### src/gcl_pkg.sv
// Notes on behaviour
// - Synthesizer runs E1 rate on rate select 0, T1/J1 rate on 1.
// - Mute forces data outputs low on channels in signal loss; clock runs.
// - Extended window declares signal loss after 4096 consecutive zeros.
// - Normal window: 175+75 zeros in T1, 32 zeros in E1.
`default_nettype none
package gcl_pkg;
	// ----------------------------------------------------------------
	// Register layout
	// ----------------------------------------------------------------
	localparam int ADDR_W = 7;
	localparam logic [6:0] GLOBAL_CLOCK_AND_LOS_CONTROL_ADDR = 7'h41;
	localparam int RATE_BIT = 7;
	localparam int CLKSEL_HI = 6;
	localparam int CLKSEL_LO = 3;
	localparam int SILENCE_BIT = 2;
	localparam int EXTWIN_BIT = 1;
	localparam int SPARE_BIT = 0;
	localparam logic [7:0] CTRL_RESET = 8'h00;
	// ----------------------------------------------------------------
	// Zero-count thresholds, in received bits
	// ----------------------------------------------------------------
	localparam int ZCNT_W = 13;
	localparam logic [12:0] THRESH_EXTENDED = 13'(4096);
	localparam logic [12:0] THRESH_T1 = 13'(175 + 75);
	localparam logic [12:0] THRESH_E1 = 13'(32);
endpackage
`default_nettype wire

### src/gcl_los_chan.sv
`timescale 1ns/10ps
`default_nettype none
// Per-channel zero counter, loss flag and output mute
module gcl_los_chan (
	input wire logic clk, // System clock
	input wire logic reset, // Synchronous reset
	input wire logic bit_en, // One received bit this cycle
	input wire logic pos_in, // Recovered positive data
	input wire logic neg_in, // Recovered negative data
	input wire logic [12:0] thresh, // Zero count that declares loss
	input wire logic silence, // Mute outputs during loss
	output logic loss, // Signal loss flag
	output logic pos_out, // Muted positive data
	output logic neg_out // Muted negative data
);
	logic [12:0] zcnt_r, zcnt_nxt;
	logic loss_r, loss_nxt, pos_r, pos_nxt, neg_r, neg_nxt;

	// Count zeros, restart and clear loss on activity
	always_comb begin
		zcnt_nxt = zcnt_r;
		loss_nxt = loss_r;
		if (bit_en) begin
			if (pos_in || neg_in) begin
				zcnt_nxt = '0;
				loss_nxt = 1'b0;
			end else if (zcnt_r + 13'h0001 >= thresh) begin
				zcnt_nxt = thresh;
				loss_nxt = 1'b1;
			end else begin
				zcnt_nxt = zcnt_r + 13'h0001;
			end
		end
		pos_nxt = (silence && loss_nxt) ? 1'b0 : pos_in;
		neg_nxt = (silence && loss_nxt) ? 1'b0 : neg_in;
	end

	// Register state
	always_ff @(posedge clk) begin
		if (reset) begin
			zcnt_r <= '0;
			loss_r <= 1'b0;
			pos_r <= 1'b0;
			neg_r <= 1'b0;
		end else begin
			zcnt_r <= zcnt_nxt;
			loss_r <= loss_nxt;
			pos_r <= pos_nxt;
			neg_r <= neg_nxt;
		end
	end

	assign loss = loss_r;
	assign pos_out = pos_r;
	assign neg_out = neg_r;

	a_mute_output: assert property (@(posedge clk) disable iff (reset)
		($past(silence) && loss_r) |-> (!pos_r && !neg_r))
		else $error("data not muted during loss");
	a_one_clears_loss: assert property (@(posedge clk) disable iff (reset)
		(bit_en && (pos_in || neg_in)) |=> (!loss_r && zcnt_r == 13'h0000))
		else $error("activity did not clear loss");
	a_no_early_loss: assert property (@(posedge clk) disable iff (reset)
		$rose(loss_r) |-> $past(zcnt_r) + 13'h0001 >= $past(thresh))
		else $error("loss declared before threshold");
endmodule
`default_nettype wire

### src/gcl_global_ctrl.sv
`timescale 1ns/10ps
`default_nettype none
// Global clock-rate and signal-loss control register with four loss channels
module gcl_global_ctrl #(
	parameter int CHANNELS = 4
) (
	input wire logic CLK, // 200 MHz clock
	input wire logic RESET, // Synchronous reset, active high
	input wire logic [6:0] ADDR, // Register address
	input wire logic [7:0] WDATA, // Write data
	input wire logic WR, // Write strobe, one cycle
	input wire logic RD, // Read strobe, one cycle
	output logic [7:0] RDATA, // Read data, registered
	input wire logic [CHANNELS-1:0] BIT_EN, // Per channel bit timing
	input wire logic [CHANNELS-1:0] RX_POS_IN, // Recovered positive data
	input wire logic [CHANNELS-1:0] RX_NEG_IN, // Recovered negative data
	output logic [CHANNELS-1:0] RX_POSITIVE_OUT, // Positive data out
	output logic [CHANNELS-1:0] RX_NEGATIVE_VIOLATION_OUT, // Negative data out
	output logic [CHANNELS-1:0] RX_SIGNAL_LOSS, // Per channel loss
	output logic MASTER_RATE_SELECT, // 0 E1, 1 T1/J1 synthesizer rate
	output logic [3:0] CLOCK_SELECT // Synthesizer input clock select
);
	// ----------------------------------------------------------------
	// Checks
	// ----------------------------------------------------------------
	if (CHANNELS < 1 || CHANNELS > 8) begin : g_bad
		$error("CHANNELS must be 1..8");
	end

	// ----------------------------------------------------------------
	// Synchronisers for pin inputs
	// ----------------------------------------------------------------
	logic [CHANNELS-1:0] en_s1_r, en_s2_r, pos_s1_r, pos_s2_r, neg_s1_r, neg_s2_r;
	logic [CHANNELS-1:0] en_s3_r, en_pulse;
	logic [CHANNELS-1:0] en_s1_nxt, en_s2_nxt, en_s3_nxt;
	logic [CHANNELS-1:0] pos_s1_nxt, pos_s2_nxt, neg_s1_nxt, neg_s2_nxt;

	// Next stage values: each stage takes the one before it
	always_comb begin
		en_s1_nxt = BIT_EN;
		en_s2_nxt = en_s1_r;
		en_s3_nxt = en_s2_r;
		pos_s1_nxt = RX_POS_IN;
		pos_s2_nxt = pos_s1_r;
		neg_s1_nxt = RX_NEG_IN;
		neg_s2_nxt = neg_s1_r;
	end

	// Two flops per pin, third for edge of bit timing
	always_ff @(posedge CLK) begin
		if (RESET) begin
			en_s1_r <= '0;
			en_s2_r <= '0;
			en_s3_r <= '0;
			pos_s1_r <= '0;
			pos_s2_r <= '0;
			neg_s1_r <= '0;
			neg_s2_r <= '0;
		end else begin
			en_s1_r <= en_s1_nxt;
			en_s2_r <= en_s2_nxt;
			en_s3_r <= en_s3_nxt;
			pos_s1_r <= pos_s1_nxt;
			pos_s2_r <= pos_s2_nxt;
			neg_s1_r <= neg_s1_nxt;
			neg_s2_r <= neg_s2_nxt;
		end
	end

	// Rising edge of the synchronised bit timing marks one received bit
	assign en_pulse = en_s2_r & ~en_s3_r;

	// ----------------------------------------------------------------
	// Control register
	// ----------------------------------------------------------------
	logic [7:0] ctrl_r, ctrl_nxt, rdata_r, rdata_nxt;
	logic hit;
	logic [12:0] thresh;

	// Whole byte is written; the host keeps the two groups apart
	always_comb begin
		hit = (ADDR == gcl_pkg::GLOBAL_CLOCK_AND_LOS_CONTROL_ADDR);
		ctrl_nxt = ctrl_r;
		rdata_nxt = rdata_r;
		if (WR && hit) begin
			// Clock-select field and other bits share one byte
			ctrl_nxt = WDATA;
		end
		if (RD) begin
			rdata_nxt = hit ? ctrl_r : 8'h00;
		end
	end

	// Register the control byte and read data
	always_ff @(posedge CLK) begin
		if (RESET) begin
			ctrl_r <= gcl_pkg::CTRL_RESET;
			rdata_r <= 8'h00;
		end else begin
			ctrl_r <= ctrl_nxt;
			rdata_r <= rdata_nxt;
		end
	end

	// Loss threshold by window and rate
	always_comb begin
		if (ctrl_r[gcl_pkg::EXTWIN_BIT]) begin
			thresh = gcl_pkg::THRESH_EXTENDED;
		end else if (ctrl_r[gcl_pkg::RATE_BIT]) begin
			thresh = gcl_pkg::THRESH_T1;
		end else begin
			thresh = gcl_pkg::THRESH_E1;
		end
	end

	// ----------------------------------------------------------------
	// Channels
	// ----------------------------------------------------------------
	for (genvar i = 0; i < CHANNELS; i++) begin : g_ch
		gcl_los_chan u_chan (
			.clk(CLK),
			.reset(RESET),
			.bit_en(en_pulse[i]),
			.pos_in(pos_s2_r[i]),
			.neg_in(neg_s2_r[i]),
			.thresh(thresh),
			.silence(ctrl_r[gcl_pkg::SILENCE_BIT]),
			.loss(RX_SIGNAL_LOSS[i]),
			.pos_out(RX_POSITIVE_OUT[i]),
			.neg_out(RX_NEGATIVE_VIOLATION_OUT[i])
		);

		// Data passes untouched on a channel that is not in loss
		a_clear_passes_data: assert property (@(posedge CLK) disable iff (RESET)
			!RX_SIGNAL_LOSS[i] |-> ((RX_POSITIVE_OUT[i] == $past(pos_s2_r[i]))
				&& (RX_NEGATIVE_VIOLATION_OUT[i] == $past(neg_s2_r[i]))))
			else $error("data changed outside loss");

		// Loss only rises on a received zero
		a_loss_on_zero: assert property (@(posedge CLK) disable iff (RESET)
			$rose(RX_SIGNAL_LOSS[i]) |-> ($past(en_pulse[i]) && !$past(pos_s2_r[i])
				&& !$past(neg_s2_r[i])))
			else $error("loss rose without a zero bit");

		// A counted bit comes from the pin two flops earlier
		a_bit_from_pin: assert property (@(posedge CLK) disable iff (RESET)
			en_pulse[i] |-> $past(BIT_EN[i], 2))
			else $error("bit pulse without pin edge");
	end

	// ----------------------------------------------------------------
	// Synthesizer and read outputs
	// ----------------------------------------------------------------
	// Synthesizer controls straight from the register
	assign MASTER_RATE_SELECT = ctrl_r[gcl_pkg::RATE_BIT];
	assign CLOCK_SELECT = ctrl_r[gcl_pkg::CLKSEL_HI:gcl_pkg::CLKSEL_LO];
	assign RDATA = rdata_r;

	// ----------------------------------------------------------------
	// Assertions
	// ----------------------------------------------------------------
	// A register write drives the synthesizer rate on the next cycle
	a_rate_follows_write: assert property (@(posedge CLK) disable iff (RESET)
		(WR && hit) |=> (MASTER_RATE_SELECT == $past(WDATA[7])))
		else $error("rate select not updated");

	// The clock-select field follows the written byte
	a_clksel_follows: assert property (@(posedge CLK) disable iff (RESET)
		(WR && hit) |=> (CLOCK_SELECT == $past(WDATA[6:3])))
		else $error("clock select not updated");

	// Mute, extended window and spare bits are stored as written
	a_low_bits_stored: assert property (@(posedge CLK) disable iff (RESET)
		(WR && hit) |=> (ctrl_r[2:0] == $past(WDATA[2:0])))
		else $error("low bits not stored");

	// Without a write to this register the byte holds
	a_ctrl_held: assert property (@(posedge CLK) disable iff (RESET)
		!(WR && hit) |=> $stable(ctrl_r))
		else $error("control byte changed without write");

	// Normal window in E1 operation
	a_thresh_e1: assert property (@(posedge CLK) disable iff (RESET)
		(!ctrl_r[1] && !ctrl_r[7]) |-> thresh == 13'h0020)
		else $error("E1 threshold wrong");

	// Normal window in T1/J1 operation
	a_thresh_t1: assert property (@(posedge CLK) disable iff (RESET)
		(!ctrl_r[1] && ctrl_r[7]) |-> thresh == 13'h00FA)
		else $error("T1 threshold wrong");

	// Extended window overrides the rate
	a_thresh_ext: assert property (@(posedge CLK) disable iff (RESET)
		ctrl_r[1] |-> thresh == 13'h1000)
		else $error("extended threshold wrong");

	// A read returns the stored byte
	a_read_back: assert property (@(posedge CLK) disable iff (RESET)
		(RD && hit && !WR) |=> RDATA == $past(ctrl_r))
		else $error("read back mismatch");

	// A read beside a write returns the old byte
	a_read_old_on_write: assert property (@(posedge CLK) disable iff (RESET)
		(RD && WR && hit) |=> RDATA == $past(ctrl_r))
		else $error("read beside write not old value");

	// Unmapped addresses read as zero
	a_unmapped_zero: assert property (@(posedge CLK) disable iff (RESET)
		(RD && !hit) |=> (RDATA == 8'h00))
		else $error("unmapped read not zero");

	// Read data stands until the next read
	a_rdata_holds: assert property (@(posedge CLK) disable iff (RESET)
		!RD |=> $stable(RDATA))
		else $error("read data changed without read");
endmodule
`default_nettype wire

### config.mk
export PLATFORM = sky130hd
export DESIGN_NAME = gcl_global_ctrl
export DESIGN_NICKNAME = d
export VERILOG_FILES = /design/src/gcl_pkg.sv /design/src/gcl_los_chan.sv /design/src/gcl_global_ctrl.sv
export SDC_FILE = /design/constraint.sdc
export NUM_CORES = 1
export LEC_CHECK = 0
export BUFFER_PORTS_ARGS = -buffer_cell sky130_fd_sc_hd__buf_2
export CAP_MARGIN = 20
export CORE_MARGIN = 2
export CORE_UTILIZATION = 64
export CTS_CLUSTER_SIZE = 8
export DETAILED_ROUTE_END_ITERATION = 16
export GPL_ROUTABILITY_DRIVEN = 0
export PLACE_DENSITY = 0.85
export RECOVER_POWER = 25
export SLEW_MARGIN = 20
export SYNTH_ARGS = -nofsm -noshare
export SYNTH_HDL_FRONTEND = slang
export SYNTH_SLANG_ARGS = --single-unit
### constraint.sdc
create_clock -name CLK -period 9.7 [get_ports CLK]
set_input_delay 0.485 -clock CLK [delete_from_list [all_inputs] [get_ports CLK]]
set_output_delay 0.485 -clock CLK [all_outputs]
set_load 0.02 [all_outputs]
==> flow_summary.json <==
{
  "cts_tree": "done",
  "start_util": 0.663,
  "synth_ff_type": "dfxtp_1",
  "rsz0062_at_grt": "false",
  "layout.cells.non_filler": 805,
  "post_dp_cell_area_um2": 5990,
  "drc": 0,
  "ys_seq_area_frac": 0.372,
  "worst-setup-path-type": "flip-flop to flip-flop",
  "cts_hold_buf": 0,
  "ios": 56,
  "stdcell_area_um2": 6190,
  "wl_um": 12100,
  "setup_tns_ps": 0,
  "cts_buffers": 9,
  "synth.net_count": 728,
  "dpl.hpwl_um": 8620,
  "synthesis.instances": 665,
  "clk_latency_ps": 380,
  "setup_viol": 0,
  "hold-path-cell-count": 2,
  "p_leak_uw": 0.00268,
  "grt_max_degree": 47,
  "fillers": 662,
  "status": "finished, violations left",
  "synth_edf_count": 0,
  "synth_fa_ha_area_frac": 0.0689,
  "clock_sinks": 108,
  "post-cts-setup-buffers": 0,
  "grt_usage": 0.255,
  "ant_nets": 0,
  "dieArea_um2": 9860,
  "period_needed_ps": 4260,
  "ys.warnings.count": 0,
  "place_inst": 789,
  "path_max_fanout": 20,
  "async_flop_share": 0,
  "synth_simple_gate_area_frac": 0.264,
  "clkSlewWorstSetupHoldPaths_ps": 120,
  "power.density_nw_per_um2": 125,
  "synth.area.mux_share": 0.0226,
  "synth.avg_cell_area_um2": 8.74,
  "antenna_found_initial": 0,
  "ys_types": 68,
  "violations": "capacitance limit, slew limit",
  "grt_pass1_vias": 4604,
  "final_nets": 755,
  "max_freq_mhz": 235,
  "num_vias": 4849,
  "numPortBuffers": 55,
  "fp-row-count": 34,
  "reg2reg_slack_ps": 5440,
  "required_ps": 10020,
  "syn_to_final_growth_pct": 6.46,
  "core_area_um2": 8760,
  "cts_resized": 0,
  "end_kind": "flip-flop",
  "worst_ir_drop_vdd_mv": 0.125,
  "via_per_inst": 6.02,
  "clock_tree.root_cell": "clkbuf_8",
  "fin_skew_ps": 20.2,
  "final.period_utilization": 0.439,
  "post_drt_wl_per_cell_um": 15.1,
  "syn-cell-area_um2": 5810,
  "post-route-util": 0.706,
  "whs_ps": 311,
  "r2r_cells": 10,
  "synth.ff_latch_count": 108,
  "die_x_um": 99.3,
  "cts_max_level": 3,
  "diodes": 0,
  "max_cap_viol_count": 1,
  "critPathArrivalTime_ps": 4590,
  "synth-compound-area-share": 0.171,
  "synth_top_family_by_area": "simple AND/OR/NAND/NOR gates",
  "dr.pass1.iters": 5,
  "die_h_um": 99.3,
  "grt_first_pass_wirelength_um": 20800,
  "slew_headroom": -0.315,
  "clock_path_buffers": 2,
  "synth_xor_area_frac": 0.0495,
  "layout-drive-gt1-share": 0.132,
  "cp-start-kind": "flip-flop",
  "gr-total-overflow": 0,
  "tightest_slew_ps": 1970,
  "drv_slew": 47,
  "hp-class": "input port to flip-flop",
  "hold_viol": 0,
  "first_iter_violations": 318
}
==> critical path, stage by stage, from the launching register on <==
cell       delay (ps)
dfxtp_1           680
inv_1             300
nand2_1           710
inv_1             240
ha_1              340
a2111oi_0         370
o21ai_0           140
a32oi_1           590
nand3_2           380
nor3b_1           350
a21o_1            110
==> cell usage in the layout, fill, tap and decap left out, types with 5 or more instances in the layout <==
master and instances:
clkbuf_8 9, a22o_1 6, and2_1 6, a31oi_1 7, nand3_1 39, or2_2 6, nor2b_1 45, buf_2 48
xor2_1 10, a21oi_1 28, ha_1 32, nand2_1 46, o21ai_0 25, mux2i_1 12, clkbuf_1 8, a21o_1 14
nand4_1 5, a221o_1 15, nor2_1 69, xnor2_1 21, and3_1 10, dfxtp_1 108, nor3_1 23, nand2b_1 10
inv_1 15
==> cells in the mapped netlist, types with 3 or more instances <==
cell / n / area, µm²
dfxtp_1: 108 / 2160
nor2_1: 69 / 259
nand2_1: 46 / 173
nor2b_1: 45 / 282
nand3_1: 39 / 195
ha_1: 32 / 400
a21oi_1: 28 / 140
o21ai_0: 25 / 125
nor3_1: 23 / 115
xnor2_1: 21 / 184
buf_4: 17 / 128
a221o_1: 15 / 150
inv_1: 15 / 56.3
a21o_1: 14 / 105
clkbuf_1: 14 / 52.6
mux2i_1: 12 / 120
and3_1: 10 / 62.6
nand2b_1: 10 / 62.6
xor2_1: 10 / 87.6
and2_1: 8 / 50.1
a31oi_1: 7 / 43.8
a22o_1: 6 / 52.6
or2_2: 6 / 37.5
nand4_1: 5 / 31.3
a211o_1: 4 / 35.0
a22oi_1: 4 / 30.0
and4_1: 4 / 35.0
buf_2: 4 / 20.0
nor4_1: 4 / 25.0
or3_1: 4 / 25.0
a211oi_1: 3 / 22.5
buf_6: 3 / 33.8
o2111ai_1: 3 / 26.3
==> layout make-up <==
| cell class | instances | area (µm²) | share of cell area |
|---|---|---|---|
| inverters | 15 | 56.3 | 0.00910 |
| clock inverters | 7 | 90.1 | 0.0146 |
| well taps | 108 | 135 | 0.0218 |
| flip-flops and latches | 108 | 2160 | 0.349 |
| clock buffers | 9 | 124 | 0.0200 |
| repair buffers | 56 | 270 | 0.0437 |
| multi-input cells | 502 | 3350 | 0.541 |
==> state kept, by name (all words and copies together), names as in the netlist <==
name                 count
RDATA                    8
pos_s2_r                 4
g_ch.u_chan.loss         4
en_s1_r                  4
en_s2_r                  4
g_ch.u_chan.pos_out      4
neg_s2_r                 4
g_ch.u_chan.neg_out      4
en_s3_r                  4
pos_s1_r                 4
neg_s1_r                 4
g_ch.u_chan.zcnt_r      52
ctrl_r                   8
==> layer usage <==
metal | up-vias | wire, µm | GRT usage
li1 | 2416 | - | -
met1 | 2260 | 5550 | 0.334
met2 | 151 | 5750 | 0.428
met3 | 22 | 629 | 0.0513
met4 | 0 | 201 | 0.0738
met5 | - | 0 | 0
==> cell families (layout without fill, tap and decap cells) <==
family	Yosys count	after routing
compound gates	134	134
buf+inv	55	87
xor+xnor	32	32
simple gates	291	291
flops	108	108
fa+ha+maj	32	32
mux	13	13
==> final timing paths <==
| kind | from | to |
|---|---|---|
| setup / recovery | ctrl_r[1]$_SDFFE_PP0P_ | g_ch[2].u_chan.zcnt_r[9]$_SDFFE_PP0P_ |
| hold / removal | BIT_EN[2] | en_s1_r[2]$_SDFF_PP0_ |
| setup reg to reg | ctrl_r[1]$_SDFFE_PP0P_ | g_ch[2].u_chan.zcnt_r[9]$_SDFFE_PP0P_ |
| hold reg to reg | pos_s1_r[1]$_SDFF_PP0_ | pos_s2_r[1]$_SDFF_PP0_ |
==> metrics by stage <==
stage               total power, µW  setup slack (ps)
floorplan                       491              6340
global placement                502              5750
detailed placement              503              5530
CTS                             782              5440
global route                    807              5010
finish                          776              5440
==> power breakdown <==
| group | internal (µW) | switching, µW | leakage, µW |
|---|---|---|---|
| Clock | 105 | 177 | 0.000104 |
| Sequential | 450 | 4.31 | 0.000876 |
| Combinational | 15.5 | 23.2 | 0.00170 |
Note: power is estimated with default switching activity, not from simulation.
